**src/logic/rfa_regs.vh**
```
`ifndef RFA_REGS_VH
`define RFA_REGS_VH

// Port widths and latch cell count
`define RFA_DW          8
`define RFA_AW          4
`define RFA_LATCH_N     16

// Word addresses
`define RFA_ADDR_RW     4'h0
`define RFA_ADDR_KEEP   4'h1
`define RFA_ADDR_RO     4'h2
`define RFA_ADDR_WO     4'h3
`define RFA_ADDR_W1C    4'h4
`define RFA_ADDR_WAC    4'h5
`define RFA_ADDR_RC     4'h6
`define RFA_ADDR_LATCH  4'h7
`define RFA_ADDR_SELF   4'h8
`define RFA_ADDR_STICKY 4'h9

// Field positions inside a word
`define RFA_LO_MSB      3
`define RFA_LO_LSB      0
`define RFA_HI_MSB      7
`define RFA_HI_LSB      4

// Latch cell groups by index
`define RFA_LL_TOP      3
`define RFA_STK_LSB     8
`define RFA_STK_MSB     15

// Reset values
`define RFA_RST_RW      8'h00
`define RFA_RST_KEEP    8'h00
`define RFA_RST_WO      8'h00
`define RFA_RST_EVT     8'h00
`define RFA_RST_SC      4'h0
`define RFA_RST_SS      4'hF
`define RFA_RD_ZERO     8'h00

`endif
```
**src/logic/rfa_field_bank.v**
```verilog
`timescale 1ns/1ns
`include "rfa_regs.vh"

module rfa_field_bank (
    input  wire               i_mclk,
    input  wire               i_sys_rst,
    input  wire               i_soft_rst,
    input  wire               i_wr_en,
    input  wire               i_rd_en,
    input  wire [`RFA_AW-1:0] i_addr,
    input  wire [`RFA_DW-1:0] i_wdata,
    input  wire [`RFA_DW-1:0] i_ro_value,
    input  wire [`RFA_DW-1:0] i_w1c_set,
    input  wire [`RFA_DW-1:0] i_wac_set,
    input  wire [`RFA_DW-1:0] i_rc_set,
    input  wire [3:0]         i_ll_cond,
    input  wire [3:0]         i_lh_cond,
    input  wire [`RFA_DW-1:0] i_sticky_cond,
    input  wire [3:0]         i_sc_done,
    input  wire [3:0]         i_ss_done,
    output reg  [`RFA_DW-1:0] o_rdata,
    output reg                o_rd_valid,
    output wire [`RFA_DW-1:0] o_rw_value,
    output wire [`RFA_DW-1:0] o_keep_value,
    output wire [`RFA_DW-1:0] o_wo_value,
    output wire [`RFA_DW-1:0] o_w1c_value,
    output wire [`RFA_DW-1:0] o_wac_value,
    output wire [3:0]         o_sc_value,
    output wire [3:0]         o_ss_value,
    output wire [3:0]         o_ll_value,
    output wire [3:0]         o_lh_value,
    output wire [`RFA_DW-1:0] o_sticky_value
);

    // Field storage
    reg [`RFA_DW-1:0] rw_reg;
    reg [`RFA_DW-1:0] rw_next;
    reg [`RFA_DW-1:0] keep_reg;
    reg [`RFA_DW-1:0] keep_next;
    reg [`RFA_DW-1:0] wo_reg;
    reg [`RFA_DW-1:0] wo_next;
    reg [`RFA_DW-1:0] w1c_reg;
    reg [`RFA_DW-1:0] w1c_next;
    reg [`RFA_DW-1:0] wac_reg;
    reg [`RFA_DW-1:0] wac_next;
    reg [`RFA_DW-1:0] rc_reg;
    reg [`RFA_DW-1:0] rc_next;
    reg [3:0]         sc_reg;
    reg [3:0]         sc_next;
    reg [3:0]         ss_reg;
    reg [3:0]         ss_next;
    reg [`RFA_DW-1:0] rdata_next;

    // Access decode
    wire wr_rw     = i_wr_en && (i_addr == `RFA_ADDR_RW);
    wire wr_keep   = i_wr_en && (i_addr == `RFA_ADDR_KEEP);
    wire wr_wo     = i_wr_en && (i_addr == `RFA_ADDR_WO);
    wire wr_w1c    = i_wr_en && (i_addr == `RFA_ADDR_W1C);
    wire wr_wac    = i_wr_en && (i_addr == `RFA_ADDR_WAC);
    wire wr_self   = i_wr_en && (i_addr == `RFA_ADDR_SELF);
    wire rd_rc     = i_rd_en && (i_addr == `RFA_ADDR_RC);
    wire rd_latch  = i_rd_en && (i_addr == `RFA_ADDR_LATCH);
    wire rd_sticky = i_rd_en && (i_addr == `RFA_ADDR_STICKY);

    // Latch and sticky cells share one cell type
    wire [`RFA_LATCH_N-1:0] lat_cond = {i_sticky_cond, i_lh_cond, i_ll_cond};
    wire [`RFA_LATCH_N-1:0] lat_read;
    wire [`RFA_LATCH_N-1:0] lat_q;

    genvar g;
    generate
        for (g = 0; g < `RFA_LATCH_N; g = g + 1) begin : g_lat
            assign lat_read[g] = (g >= `RFA_STK_LSB) ? rd_sticky : rd_latch;
            rfa_latch_cell #(
                .ACT_HIGH ((g > `RFA_LL_TOP) ? 1'b1 : 1'b0)
            ) u_cell (
                .i_mclk     (i_mclk),
                .i_sys_rst  (i_sys_rst),
                .i_soft_rst (i_soft_rst),
                .i_cond     (lat_cond[g]),
                .i_read     (lat_read[g]),
                .o_q        (lat_q[g])
            );
        end
    endgenerate

    // Plain read-write, kept and write-only settings
    always @* begin
        rw_next   = rw_reg;
        keep_next = keep_reg;
        wo_next   = wo_reg;
        if (wr_rw) begin
            rw_next = i_wdata;
        end
        if (wr_keep) begin
            keep_next = i_wdata;
        end
        if (wr_wo) begin
            wo_next = i_wdata;
        end
    end

    // Event fields; the hardware set always wins over a clear
    always @* begin
        w1c_next = w1c_reg;
        wac_next = wac_reg;
        rc_next  = rc_reg;
        if (wr_w1c) begin
            w1c_next = w1c_reg & ~i_wdata;
        end
        w1c_next = w1c_next | i_w1c_set;
        if (wr_wac) begin
            wac_next = `RFA_RST_EVT;
        end
        wac_next = wac_next | i_wac_set;
        if (rd_rc) begin
            rc_next = `RFA_RST_EVT;
        end
        rc_next = rc_next | i_rc_set;
    end

    // Self-clearing and self-setting command bits
    always @* begin
        sc_next = sc_reg & ~i_sc_done;
        ss_next = ss_reg;
        if (wr_self) begin
            sc_next = sc_next | i_wdata[`RFA_LO_MSB:`RFA_LO_LSB];
            ss_next = ss_next & i_wdata[`RFA_HI_MSB:`RFA_HI_LSB];
        end
        ss_next = ss_next | i_ss_done;
    end

    // Read data, sampled before any clear-on-read lands
    always @* begin
        case (i_addr)
            `RFA_ADDR_RW:     rdata_next = rw_reg;
            `RFA_ADDR_KEEP:   rdata_next = keep_reg;
            `RFA_ADDR_RO:     rdata_next = i_ro_value;
            `RFA_ADDR_WO:     rdata_next = `RFA_RD_ZERO;
            `RFA_ADDR_W1C:    rdata_next = w1c_reg;
            `RFA_ADDR_WAC:    rdata_next = wac_reg;
            `RFA_ADDR_RC:     rdata_next = rc_reg;
            `RFA_ADDR_LATCH:  rdata_next = lat_q[`RFA_HI_MSB:`RFA_LO_LSB];
            `RFA_ADDR_SELF:   rdata_next = {ss_reg, sc_reg};
            `RFA_ADDR_STICKY: rdata_next = lat_q[`RFA_STK_MSB:`RFA_STK_LSB];
            default:          rdata_next = `RFA_RD_ZERO;
        endcase
    end

    // Kept field answers only to the hardware reset
    always @(posedge i_mclk) begin
        if (i_sys_rst) begin
            keep_reg <= `RFA_RST_KEEP;
        end else begin
            keep_reg <= keep_next;
        end
    end

    // Ordinary fields answer to both resets
    always @(posedge i_mclk) begin
        if (i_sys_rst || i_soft_rst) begin
            rw_reg  <= `RFA_RST_RW;
            wo_reg  <= `RFA_RST_WO;
            w1c_reg <= `RFA_RST_EVT;
            wac_reg <= `RFA_RST_EVT;
            rc_reg  <= `RFA_RST_EVT;
            sc_reg  <= `RFA_RST_SC;
            ss_reg  <= `RFA_RST_SS;
        end else begin
            rw_reg  <= rw_next;
            wo_reg  <= wo_next;
            w1c_reg <= w1c_next;
            wac_reg <= wac_next;
            rc_reg  <= rc_next;
            sc_reg  <= sc_next;
            ss_reg  <= ss_next;
        end
    end

    // Read answer one edge after the strobe
    always @(posedge i_mclk) begin
        if (i_sys_rst || i_soft_rst) begin
            o_rdata    <= `RFA_RD_ZERO;
            o_rd_valid <= 1'b0;
        end else begin
            o_rd_valid <= i_rd_en;
            if (i_rd_en) begin
                o_rdata <= rdata_next;
            end
        end
    end

    // Field values to the hardware side
    assign o_rw_value     = rw_reg;
    assign o_keep_value   = keep_reg;
    assign o_wo_value     = wo_reg;
    assign o_w1c_value    = w1c_reg;
    assign o_wac_value    = wac_reg;
    assign o_sc_value     = sc_reg;
    assign o_ss_value     = ss_reg;
    assign o_ll_value     = lat_q[`RFA_LO_MSB:`RFA_LO_LSB];
    assign o_lh_value     = lat_q[`RFA_HI_MSB:`RFA_HI_LSB];
    assign o_sticky_value = lat_q[`RFA_STK_MSB:`RFA_STK_LSB];
endmodule

```
**src/logic/rfa_latch_cell.v**
```verilog
`timescale 1ns/1ns
`include "rfa_regs.vh"

module rfa_latch_cell #(
    parameter ACT_HIGH = 1'b1
) (
    input  wire i_mclk,
    input  wire i_sys_rst,
    input  wire i_soft_rst,
    input  wire i_cond,
    input  wire i_read,
    output wire o_q
);
    localparam IDLE = ~ACT_HIGH;

    reg q_reg;
    reg q_next;

    // Latch the active level; a read reloads the live condition
    always @* begin
        if (i_read) begin
            q_next = i_cond;
        end else if (ACT_HIGH) begin
            q_next = q_reg | i_cond;
        end else begin
            q_next = q_reg & i_cond;
        end
    end

    // Both resets return the cell to its idle level
    always @(posedge i_mclk) begin
        if (i_sys_rst || i_soft_rst) begin
            q_reg <= IDLE;
        end else begin
            q_reg <= q_next;
        end
    end

    assign o_q = q_reg;
endmodule

```
**config.mk**
```make
export PLATFORM = sky130hd
export DESIGN_NAME = rfa_field_bank
export DESIGN_NICKNAME = d
export VERILOG_FILES = /design/src/logic/rfa_field_bank.v /design/src/logic/rfa_latch_cell.v
export VERILOG_INCLUDE_DIRS = /design/src /design/src/logic
export SDC_FILE = /design/constraint.sdc
export NUM_CORES = 1
export LEC_CHECK = 0
export BUFFER_PORTS_ARGS = -buffer_cell sky130_fd_sc_hd__buf_2
export CORE_ASPECT_RATIO = 0.75
export CORE_MARGIN = 10
export CORE_UTILIZATION = 49
export CTS_CLUSTER_DIAMETER = 50
export DETAILED_ROUTE_END_ITERATION = 6
export GPL_TIMING_DRIVEN = 0
export PLACE_DENSITY = 0.87
export SYNTH_ARGS = -nofsm -noshare
export SYNTH_HDL_FRONTEND = slang
export SYNTH_SLANG_ARGS = --single-unit
```
**constraint.sdc**
```tcl
create_clock -name i_mclk -period 1.9 [get_ports i_mclk]
set_clock_uncertainty 0.15 [all_clocks]
set_input_delay 0.38 -clock i_mclk [delete_from_list [all_inputs] [get_ports i_mclk]]
set_output_delay 0.38 -clock i_mclk [all_outputs]
set_load 0.03 [all_outputs]
```
==> results of run 1 <==
-- how the worst max path moves through the flow --
stage | from | endpoint | slack [ns] | depth (start not counted)
floorplan | i_addr[1] | o_rdata[0] | 0.21 | 6
global placement | i_addr[3] | o_wac_value[5] | -0.22 | 7
detailed placement | i_addr[3] | o_wac_value[2] | -0.28 | 7
CTS | i_addr[3] | o_wac_value[2] | 0.1 | 7
global route | i_addr[2] | o_rw_value[0] | 0.09 | 6
finish | i_addr[0] | o_rdata[0] | 0.18 | 8
-- metrics by stage --
stage / area [µm²] / TNS [ns] / util / total power, mW
floorplan: 3710 / 0 / - / 2.13
global route: 4770 / 0 / 0.648 / 3.82
detailed placement: 4560 / -5.41 / 0.619 / 2.35
CTS: 4770 / 0 / 0.647 / 3.71
global placement: 4560 / -3.96 / 0.619 / 2.34
finish: 4770 / 0 / 0.648 / 3.72
-- cell usage after synthesis (3+ instances only) --
cell / count / share of area
dfxtp_1: 81 / 0.44
nor2_1: 71 / 0.072
a21oi_1: 45 / 0.061
mux2i_1: 29 / 0.078
buf_4: 21 / 0.042
nand2_1: 11 / 0.011
nand3b_1: 10 / 0.020
buf_2: 9 / 0.012
nand3_1: 9 / 0.012
nand4_1: 9 / 0.015
o21ai_0: 9 / 0.012
a32oi_1: 8 / 0.019
nor2b_1: 8 / 0.013
clkbuf_1: 7 / 0.0071
nand2b_1: 7 / 0.012
a22oi_1: 5 / 0.010
mux2_2: 5 / 0.015
a221oi_2: 4 / 0.016
a31oi_1: 4 / 0.0067
buf_6: 4 / 0.012
a221oi_1: 3 / 0.0071
a22o_1: 3 / 0.0071
inv_1: 3 / 0.0030
nor3b_2: 3 / 0.010
o22a_1: 3 / 0.0071
-- worst min-delay path, stage by stage --
cell and delay, ns:
buf_2 0.07, nor2_1 0.03, nand2_1 0.05
-- area by class of cell --
type | instances | area, µm² | share of cell area
plain buffers | 43 | 283 | 0.0593
clock buffers | 11 | 131 | 0.0275
clock inverters | 5 | 78.8 | 0.0165
inverters | 3 | 11.3 | 0.00236
multi-input cells | 282 | 1800 | 0.378
flip-flops and latches | 81 | 1620 | 0.340
well taps | 101 | 126 | 0.0265
repair buffers | 143 | 716 | 0.150
-- cell families (layout without fill, tap and decap cells) --
family | Yosys count | after routing | synth area share
flip-flops | 81 | 81 | 0.437
AO/OA/AOI/OAI | 100 | 100 | 0.183
buffers and inverters | 46 | 205 | 0.0792
AND/OR/NAND/NOR | 148 | 148 | 0.208
multiplexers | 34 | 34 | 0.0933
-- power groups by stage --
stage / sequential [mW] / combinational [mW] / clock [mW]
global route: 1.79 / 0.574 / 1.46
CTS: 1.78 / 0.529 / 1.39
global placement: 1.82 / 0.518 / 0
floorplan: 1.86 / 0.278 / 0
detailed placement: 1.82 / 0.525 / 0
finish: 1.79 / 0.537 / 1.39
-- placed cells by master, fill, tap and decap left out, drive strengths merged, types with 3 or more instances in the layout --
master / Yosys / layout
a22o: 3 / 3
a32oi: 8 / 8
a221oi: 7 / 7
inv: 3 / 4
or3b: 3 / 3
nor2b: 9 / 9
o22a: 3 / 3
nand2b: 7 / 7
o21ai: 11 / 11
nor3b: 5 / 5
clkbuf: 8 / 19
a21oi: 45 / 45
nand3b: 10 / 10
a22oi: 5 / 5
nand2: 11 / 11
nor2: 72 / 72
mux2: 5 / 5
nand4: 9 / 9
dfxtp: 81 / 81
a31oi: 4 / 4
mux2i: 29 / 29
buf: 35 / 178
nand3: 10 / 10
-- metal layers --
layer	vias to the layer above	track usage	wire, µm
li1	1757	-	-
met1	1848	0.304	5870
met2	219	0.371	6240
met3	19	0.0797	1550
met4	0	0.0511	146
met5	-	0	0
==> flow_metrics.py, run 1 <==
metrics = {
    "die": {
        "die_area_mm2": 0.0115,
        "core_mm2": 0.00736,
        "die_y_um": 95.4,
        "die_w_um": 121,
        "initial_utilization": 0.504,
        "io_pins": 146,
        "rows": 27,
    },
    "detailed_routing": {
        "drt-total-wl_um": 13800,
        "vias": 3843,
        "drc_errors": 0,
        "drt_iter0_markers": 407,
        "avgViaCountPerCell": 5.74,
        "ant_nets": 0,
        "drtPass1Iterations": 5,
        "routedWlPerCell_um": 20.6,
    },
    "timing": {
        "slew_violations": 0,
        "maxSlewHeadroom": 0.539,
        "hold_viol": 0,
        "fin_crit_ns": 1.72,
        "fmax_ghz": 0.583,
        "whs_ns": 0.0426,
        "setup_viol": 0,
        "fin_crit_sh": 0.903,
        "rsz0062_at_grt": "false",
        "worst_pin_slew_ns": 0.691,
        "timing.final.ws_setup_ns": 0.184,
    },
    "power": {
        "power.leakage_nw": 2.21,
        "clkPwrFrac": 0.375,
        "switching_power_mw": 1.02,
        "p_per_area_mw_per_mm2": 779,
        "switching_share": 0.275,
        "irDropWorstVdd_v": 0.000437,
        "pwr-share-comb": 0.144,
        "seq_power_share": 0.481,
        "internal-power_mw": 2.69,
    },
    "worst_setup_path": {
        "crit_chain": "buf_2, buf_4, buf_4, buf_2, nand3_1, a21oi_1, a31oi_1, a221oi_2",
        "cpPeakStageDelay_ns": 0.29,
        "critPathKind": "in2reg",
        "critPathRequiredTime_ns": 2.02,
        "r2r_start": "o_w1c_value[5]",
        "crit_family": "compound AO/OA/AOI/OAI gates",
        "crit_path_end_kind": "register",
        "rr_endpoint": "o_rdata[5]",
        "ff2ff_path_depth": 4,
        "ff2ff_setup_slack_ns": 0.34,
        "cp-start-kind": "input pin",
        "slowest_stage": "a21oi_1",
        "crit_arrival_ns": 1.84,
        "timing.critical_path.buf_inv": 4,
        "worst-path-max-fanout": 10,
    },
    "cts": {
        "htree_levels": 3,
        "cts.sinks": 81,
        "cts_inserted_buffers": 9,
        "clockBufferDepth": 2,
        "hold_buffers": 0,
        "cts_root_buffer": "clkbuf_8",
        "cts_setup_buffers": 0,
        "clk_pin_slew_ns": 0.09,
        "clk_latency_ns": 0.37,
        "tritoncts": "done",
        "ctsResizeCount": 0,
    },
    "placement": {
        "gp_congestion": 0.908,
        "io_buffers": 143,
        "hpwl_um": 10700,
        "pre_cts_ws_ns": -0.275,
        "dp_cells": 653,
    },
    "synth": {
        "syn_nets": 482,
        "ys_seq_area_frac": 0.437,
        "ys_async_sr_fraction": 0,
        "synth-edff-count": 0,
        "yosys_warnings": 0,
        "ys_types": 53,
        "ys_seq_elements": 81,
        "synthCells": 409,
        "synth_area_mm2": 0.00371,
        "postSynthAreaPerCell_um2": 9.08,
        "synthFlopType": "dfxtp_1",
    },
    "finish": {
        "area_growth_pct": 28.5,
        "largest_reg_flops": 16,
        "finalNonFillerCells": 669,
        "fin_nets": 636,
        "antenna_cells": 0,
        "drive_gt1_frac": 0.379,
        "fillers": 658,
    },
    "grt": {
        "grt_pass1_vias": 3785,
        "grt_max_degree": 14,
        "grt_pass1_wl_um": 21000,
        "antenna_found_initial": 0,
        "grt_usage": 0.234,
        "gr-total-overflow": 0,
    },
    "hold_path": {
        "hold_end": "o_ss_value[0]",
        "hold_start": "i_ss_done[0]",
        "hold_path_depth": 3,
        "hold_class": "in2reg",
    },
    "status": {
        "status": "completed",
    },
    "flow_run": {
        "maxCapViolCount": 0,
    },
}
Power figures use the tool's default switching activity.
==> inputs of run 2 (changes only) <==
==> constraint.sdc (replaced) <==
create_clock -name i_mclk -period 1.9 [get_ports i_mclk]
set_clock_uncertainty 0.15 [all_clocks]
set_input_delay 0 -clock i_mclk [delete_from_list [all_inputs] [get_ports i_mclk]]
set_output_delay 0 -clock i_mclk [all_outputs]
set_load 0.03 [all_outputs]
==> flow_metrics.py, run 2 (synthesized netlist as in run 1, its figures left out) <==
metrics = {
    "status": {
        "status": "completed",
    },
    "power": {
        "p_total_mw": 3.87,
        "irDropWorstVdd_v": 0.000444,
        "power.leakage_nw": 2.53,
        "p_per_area_mw_per_mm2": 692,
    },
    "detailed_routing": {
        "drc_errors": 0,
        "drtPass1Iterations": 7,
        "vias": 4309,
        "routedWlPerCell_um": 20.9,
        "drt_iter0_markers": 411,
        "ant_nets": 0,
        "drt-total-wl_um": 15700,
        "avgViaCountPerCell": 5.74,
    },
    "timing": {
        "setup_viol": 0,
        "hold_viol": 0,
        "setup_tns_ns": 0,
        "whs_ns": 0.0412,
        "slew_violations": 0,
        "fin_crit_ns": 1.76,
        "maxSlewHeadroom": 0.518,
        "fmax_ghz": 0.569,
        "worst_pin_slew_ns": 0.722,
        "timing.final.ws_setup_ns": 0.143,
        "fin_crit_sh": 0.925,
        "rsz0062_at_grt": "false",
    },
    "placement": {
        "gp_congestion": 0.908,
        "io_buffers": 143,
        "pre_cts_ws_ns": 0.105,
        "hpwl_um": 10700,
    },
    "finish": {
        "fin_nets": 718,
        "final_common_cell": "buf_2",
        "fillers": 555,
        "final_cell_mix": "buf_2 (152), dlygate4sd3_1 (82), dfxtp_1 (81), nor2_1 (71), a21oi_1 (45)",
        "area_growth_pct": 50.4,
        "antenna_cells": 0,
        "largest_reg_flops": 16,
        "drive_gt1_frac": 0.329,
    },
    "cts": {
        "hold_buffers": 82,
        "clk_latency_ns": 0.37,
        "cts_root_buffer": "clkbuf_8",
        "cts_inserted_buffers": 9,
        "clockBufferDepth": 2,
        "tritoncts": "done",
        "cts_setup_buffers": 0,
        "cts.sinks": 81,
        "clk_pin_slew_ns": 0.09,
        "htree_levels": 3,
        "ctsResizeCount": 0,
    },
    "grt": {
        "grt_pass1_vias": 4357,
        "grt_pass1_wl_um": 23800,
        "grt_usage": 0.264,
        "gr-total-overflow": 0,
        "antenna_found_initial": 0,
        "grt_use_met1": 0.312,
        "grt-busiest-layer": "met2",
        "grt_max_degree": 14,
        "gr-usage-met3": 0.102,
        "met2_usage": 0.437,
    },
    "worst_setup_path": {
        "timing.critical_path.buf_inv": 4,
        "crit_family": "buffers and inverters",
        "slowest_stage": "dlygate4sd3_1",
        "critPathRequiredTime_ns": 2.06,
        "crit_arrival_ns": 1.91,
        "crit_chain": "buf_2, buf_4, buf_4, nor2b_1, and4_1, o21ai_0, nand2_1, dlygate4sd3_1",
        "crit_path_end_kind": "register",
        "critPathKind": "in2reg",
        "cpPeakStageDelay_ns": 0.55,
        "worst-path-max-fanout": 10,
        "crit_top_cell": "buf_4",
        "cp-start-kind": "input pin",
    },
    "die": {
        "io_pins": 146,
        "rows": 27,
        "die_w_um": 121,
        "core_mm2": 0.00736,
        "initial_utilization": 0.504,
        "die_area_mm2": 0.0115,
        "die_y_um": 95.4,
    },
    "hold_path": {
        "hold_class": "in2reg",
    },
    "flow_run": {
        "maxCapViolCount": 0,
    },
}
[run 2: cell types whose count changed in the layout (fill, tap and decap cells not counted), sizes merged]
cell	change
dlygate4sd3	+82
[run 2: through the flow]
stage / instance area, µm² / std cells / utilization
2_1_floorplan: 3710 / 409 / -
3_3_place_gp: 4560 / 653 / 0.619
3_5_place_dp: 4560 / 653 / 0.619
4_1_cts: 5590 / 751 / 0.759
5_1_grt: 5590 / 751 / 0.759
6_report: 5590 / 751 / 0.759
[run 2: cell type report]
| cell class | count | area [µm²] | area share |
|---|---|---|---|
| plain buffers | 43 | 283 | 0.0506 |
| clock buffers | 11 | 131 | 0.0235 |
| clock inverters | 5 | 78.8 | 0.0141 |
| inverters | 3 | 11.3 | 0.00202 |
| multi-input cells | 282 | 1800 | 0.322 |
| flip-flops and latches | 81 | 1620 | 0.290 |
| well taps | 101 | 126 | 0.0226 |
| repair buffers | 225 | 1540 | 0.275 |
[run 2: worst min-delay path, delay by kind of cell]
| kind | cells | cell delay (ns) |
|---|---|---|
| AO/OA/AOI/OAI | 3 | 0.40 |
| buffers and inverters | 1 | 0.12 |
[run 2: power breakdown]
part	switching (mW)	internal, mW	total, mW
clock network	0.666	0.742	1.41
logic	0.365	0.309	0.673
registers	0.0426	1.74	1.79
[run 2: final timing paths]
kind | from | slack (ns) | depth (start not counted) | end
worst max register to register | o_w1c_value[5] | 0.34 | 4 | o_rdata[5]
worst min-delay path | i_ro_value[7] | 0.04 | 4 | o_rdata[7]
worst min register to register | o_rdata[5] | 0.34 | 2 | o_rdata[5]
worst max-delay path | i_addr[0] | 0.14 | 8 | g_lat[0].u_cell.o_q
[run 2: routing by layer]
layer | routed length [µm] | part of all wire | vias up
met1 | 6110 | 0.39 | 2064
met5 | 0 | 0 | -
li1 | - | - | 1924
met4 | 379 | 0.024 | 0
met3 | 1960 | 0.13 | 42
met2 | 7240 | 0.46 | 279
==> inputs of run 3 (changes only) <==
--- a/config.mk
+++ b/config.mk
@@ -6,10 +6,11 @@
 export SDC_FILE = /design/constraint.sdc
 export NUM_CORES = 1
 export LEC_CHECK = 0
+export ABC_AREA = 1
 export BUFFER_PORTS_ARGS = -buffer_cell sky130_fd_sc_hd__buf_2
 export CORE_ASPECT_RATIO = 0.75
 export CORE_MARGIN = 10
-export CORE_UTILIZATION = 49
+export CORE_UTILIZATION = 48
 export CTS_CLUSTER_DIAMETER = 50
 export DETAILED_ROUTE_END_ITERATION = 6
 export GPL_TIMING_DRIVEN = 0
==> flow_metrics.py, run 3 <==
metrics = {
    "worst_setup_path": {
        "cp-start-kind": "input pin",
        "ff2ff_setup_slack_ns": 0.47,
        "critPathRequiredTime_ns": 2.00,
        "crit_arrival_ns": 1.94,
        "slowest_stage": "dlygate4sd3_1",
        "worst-path-max-fanout": 1,
        "crit_path_end_kind": "register",
        "cpPeakStageDelay_ns": 0.56,
        "timing.critical_path.buf_inv": 4,
        "crit_family": "buffers and inverters",
        "crit_top_cell": "dlygate4sd3_1",
        "critPathKind": "in2reg",
        "crit_chain": "dlygate4sd3_1, buf_2, nor2_1, dlygate4sd3_1, nand2_1, dlygate4sd3_1",
    },
    "status": {
        "status": "finished with violations",
        "violations": "design-rule violations",
    },
    "synth": {
        "synth_commonest_cells": "nand2_1 (83), dfxtp_1 (81), nand3_1 (81), a21oi_1 (71), nor2_1 (69)",
        "ys_async_sr_fraction": 0,
        "postSynthAreaPerCell_um2": 7.08,
        "ys_types": 18,
        "synth-edff-count": 0,
        "synthCells": 508,
        "synth_area_mm2": 0.00359,
        "synthXorXnorAreaFrac": 0,
        "yosysTopAreaCellShare": 0.451,
        "yosysMostFrequentCell": "nand2_1",
        "synth_area_leaders": "dfxtp_1 (45%), nand3_1 (11%), a21oi_1 (9.9%)",
        "synth-simple-area-share": 0.300,
        "syn_nets": 581,
        "synth_compound_area_frac": 0.134,
        "yosys_warnings": 0,
        "synthFlopType": "dfxtp_1",
        "yosys.area_share.adder": 0,
        "synth_top_area_cell": "dfxtp_1",
        "ys_seq_area_frac": 0.451,
        "ys_seq_elements": 81,
        "synth_top_family_by_area": "simple AND/OR/NAND/NOR gates",
        "muxShareOfSynthArea": 0,
    },
    "timing": {
        "setup_viol": 0,
        "fmax_ghz": 0.544,
        "hold_viol": 0,
        "timing.final.ws_setup_ns": 0.0613,
        "slew_violations": 0,
        "fin_crit_ns": 1.84,
        "rsz0062_at_grt": "false",
        "setup_tns_ns": 0,
        "worst_pin_slew_ns": 0.603,
        "fin_crit_sh": 0.968,
        "maxSlewHeadroom": 0.598,
    },
    "grt": {
        "grt_max_degree": 13,
        "antenna_found_initial": 0,
        "grt_usage": 0.258,
        "grt_pass1_vias": 4526,
        "gr-total-overflow": 0,
        "grt_pass1_wl_um": 23300,
    },
    "cts": {
        "cts_setup_buffers": 0,
        "htree_levels": 3,
        "cts_root_buffer": "clkbuf_8",
        "clockBufferDepth": 2,
        "cts_inserted_buffers": 9,
        "clk_latency_ns": 0.37,
        "cts.sinks": 81,
        "clk_pin_slew_ns": 0.08,
        "tritoncts": "done",
    },
    "detailed_routing": {
        "drt-total-wl_um": 14900,
        "drt_iter0_markers": 488,
        "ant_nets": 0,
        "drtPass1Iterations": 7,
        "routedWlPerCell_um": 17.5,
        "vias": 4550,
        "drc_errors": 1,
        "avgViaCountPerCell": 5.32,
    },
    "placement": {
        "hpwl_um": 10100,
        "io_buffers": 144,
        "gp_congestion": 0.908,
        "pre_cts_ws_ns": 0.323,
    },
    "die": {
        "die_area_mm2": 0.0114,
        "core_mm2": 0.00730,
        "rows": 27,
        "die_y_um": 94.9,
        "die_w_um": 120,
        "initial_utilization": 0.493,
        "io_pins": 146,
    },
    "power": {
        "p_per_area_mw_per_mm2": 666,
        "switching_power_mw": 1.02,
        "internal-power_mw": 2.64,
        "switching_share": 0.278,
        "power.leakage_nw": 2.61,
        "seq_power_share": 0.488,
        "pwr-share-comb": 0.171,
        "clkPwrFrac": 0.342,
        "p_total_mw": 3.66,
        "irDropWorstVdd_v": 0.000511,
    },
    "finish": {
        "drive_gt1_frac": 0.266,
        "final_common_cell": "buf_2",
        "fin_util": 0.754,
        "fin_nets": 822,
        "fillers": 554,
        "area_growth_pct": 53.0,
        "largest_reg_flops": 16,
        "final_cell_mix": "buf_2 (151), dlygate4sd3_1 (86), nand2_1 (83), nand3_1 (81), dfxtp_1 (81)",
    },
    "flow_run": {
        "maxCapViolCount": 0,
    },
    "hold_path": {
        "hold_class": "in2reg",
    },
}
## run 3: cell count changes in the layout (fill, tap and decap cells not counted), moves of 5 or more
| cell | delta |
|---|---|
| nand2_1 | +72 |
| mux2i_1 | -29 |
| nand2b_1 | -7 |
| o21ai_0 | +15 |
| mux2_2 | -5 |
| nand3_1 | +72 |
| nor2b_1 | -8 |
| nand4_1 | -9 |
| a21oi_1 | +26 |
| nand3b_1 | -10 |
| a22oi_1 | -5 |
| a32oi_1 | -8 |
| inv_1 | +40 |
## run 3: per-layer routing
layer / vias up / track usage / wire (µm)
met5: - / 0 / 0
met4: 0 / 0.112 / 548
met3: 61 / 0.0876 / 1620
met2: 285 / 0.427 / 6840
met1: 2080 / 0.300 / 5920
li1: 2124 / - / -
## run 3: worst paths after layout
kind	to	start	cells after the start
max	o_ss_value[1]	i_ss_done[1]	6
max reg2reg	o_keep_value[1]	o_keep_value[1]	3
min	o_rw_value[4]	i_soft_rst	5
min reg2reg	o_wo_value[3]	o_wo_value[3]	2
## run 3: repair_timing
action,in CTS,in global routing
setup endpoints to repair,0,3
gates resized for setup,0,2
hold buffers,87,0
hold endpoints to repair,78,0
## run 3: logic make-up (layout without fill, tap and decap cells)
kind of cell	after synthesis	after routing
buffers and inverters	86	330
AO/OA/AOI/OAI	96	96
flip-flops	81	81
other	0	2
AND/OR/NAND/NOR	245	245
## run 3: layout make-up
class	count	area (µm²)	share of cell area
diodes	2	5.00	0.000910
plain buffers	38	230	0.0419
clock buffers	11	141	0.0257
clock inverters	3	42.5	0.00774
inverters	48	180	0.0328
multi-input cells	341	1570	0.286
flip-flops and latches	81	1620	0.295
well taps	101	126	0.0230
repair buffers	230	1580	0.288
## run 3: through the flow
stage	cell area (µm²)	hold slack, ns	instances
finish	5500	0.00963	855
floorplan	3590	-0.0511	508
global route	5490	0.0370	853
detailed placement	4440	0.0463	753
global placement	4440	0.0397	753
CTS	5500	0.00402	854
## run 3: worst reg2reg max path: cells and delay by family, from the launching register on
family	cells	cell delay [ns]
flip-flops	1	0.37
AND/OR/NAND/NOR	1	0.07
buffers and inverters	1	0.60
AO/OA/AOI/OAI	1	0.18
## run 3: power groups by stage
stage	Sequential (mW)	Combinational (mW)	Clock, mW
6_report	1.79	0.625	1.25
5_1_grt	1.79	0.667	1.33
4_1_cts	1.78	0.605	1.25
3_5_place_dp	1.82	0.484	0
3_3_place_gp	1.82	0.473	0
2_1_floorplan	1.86	0.237	0
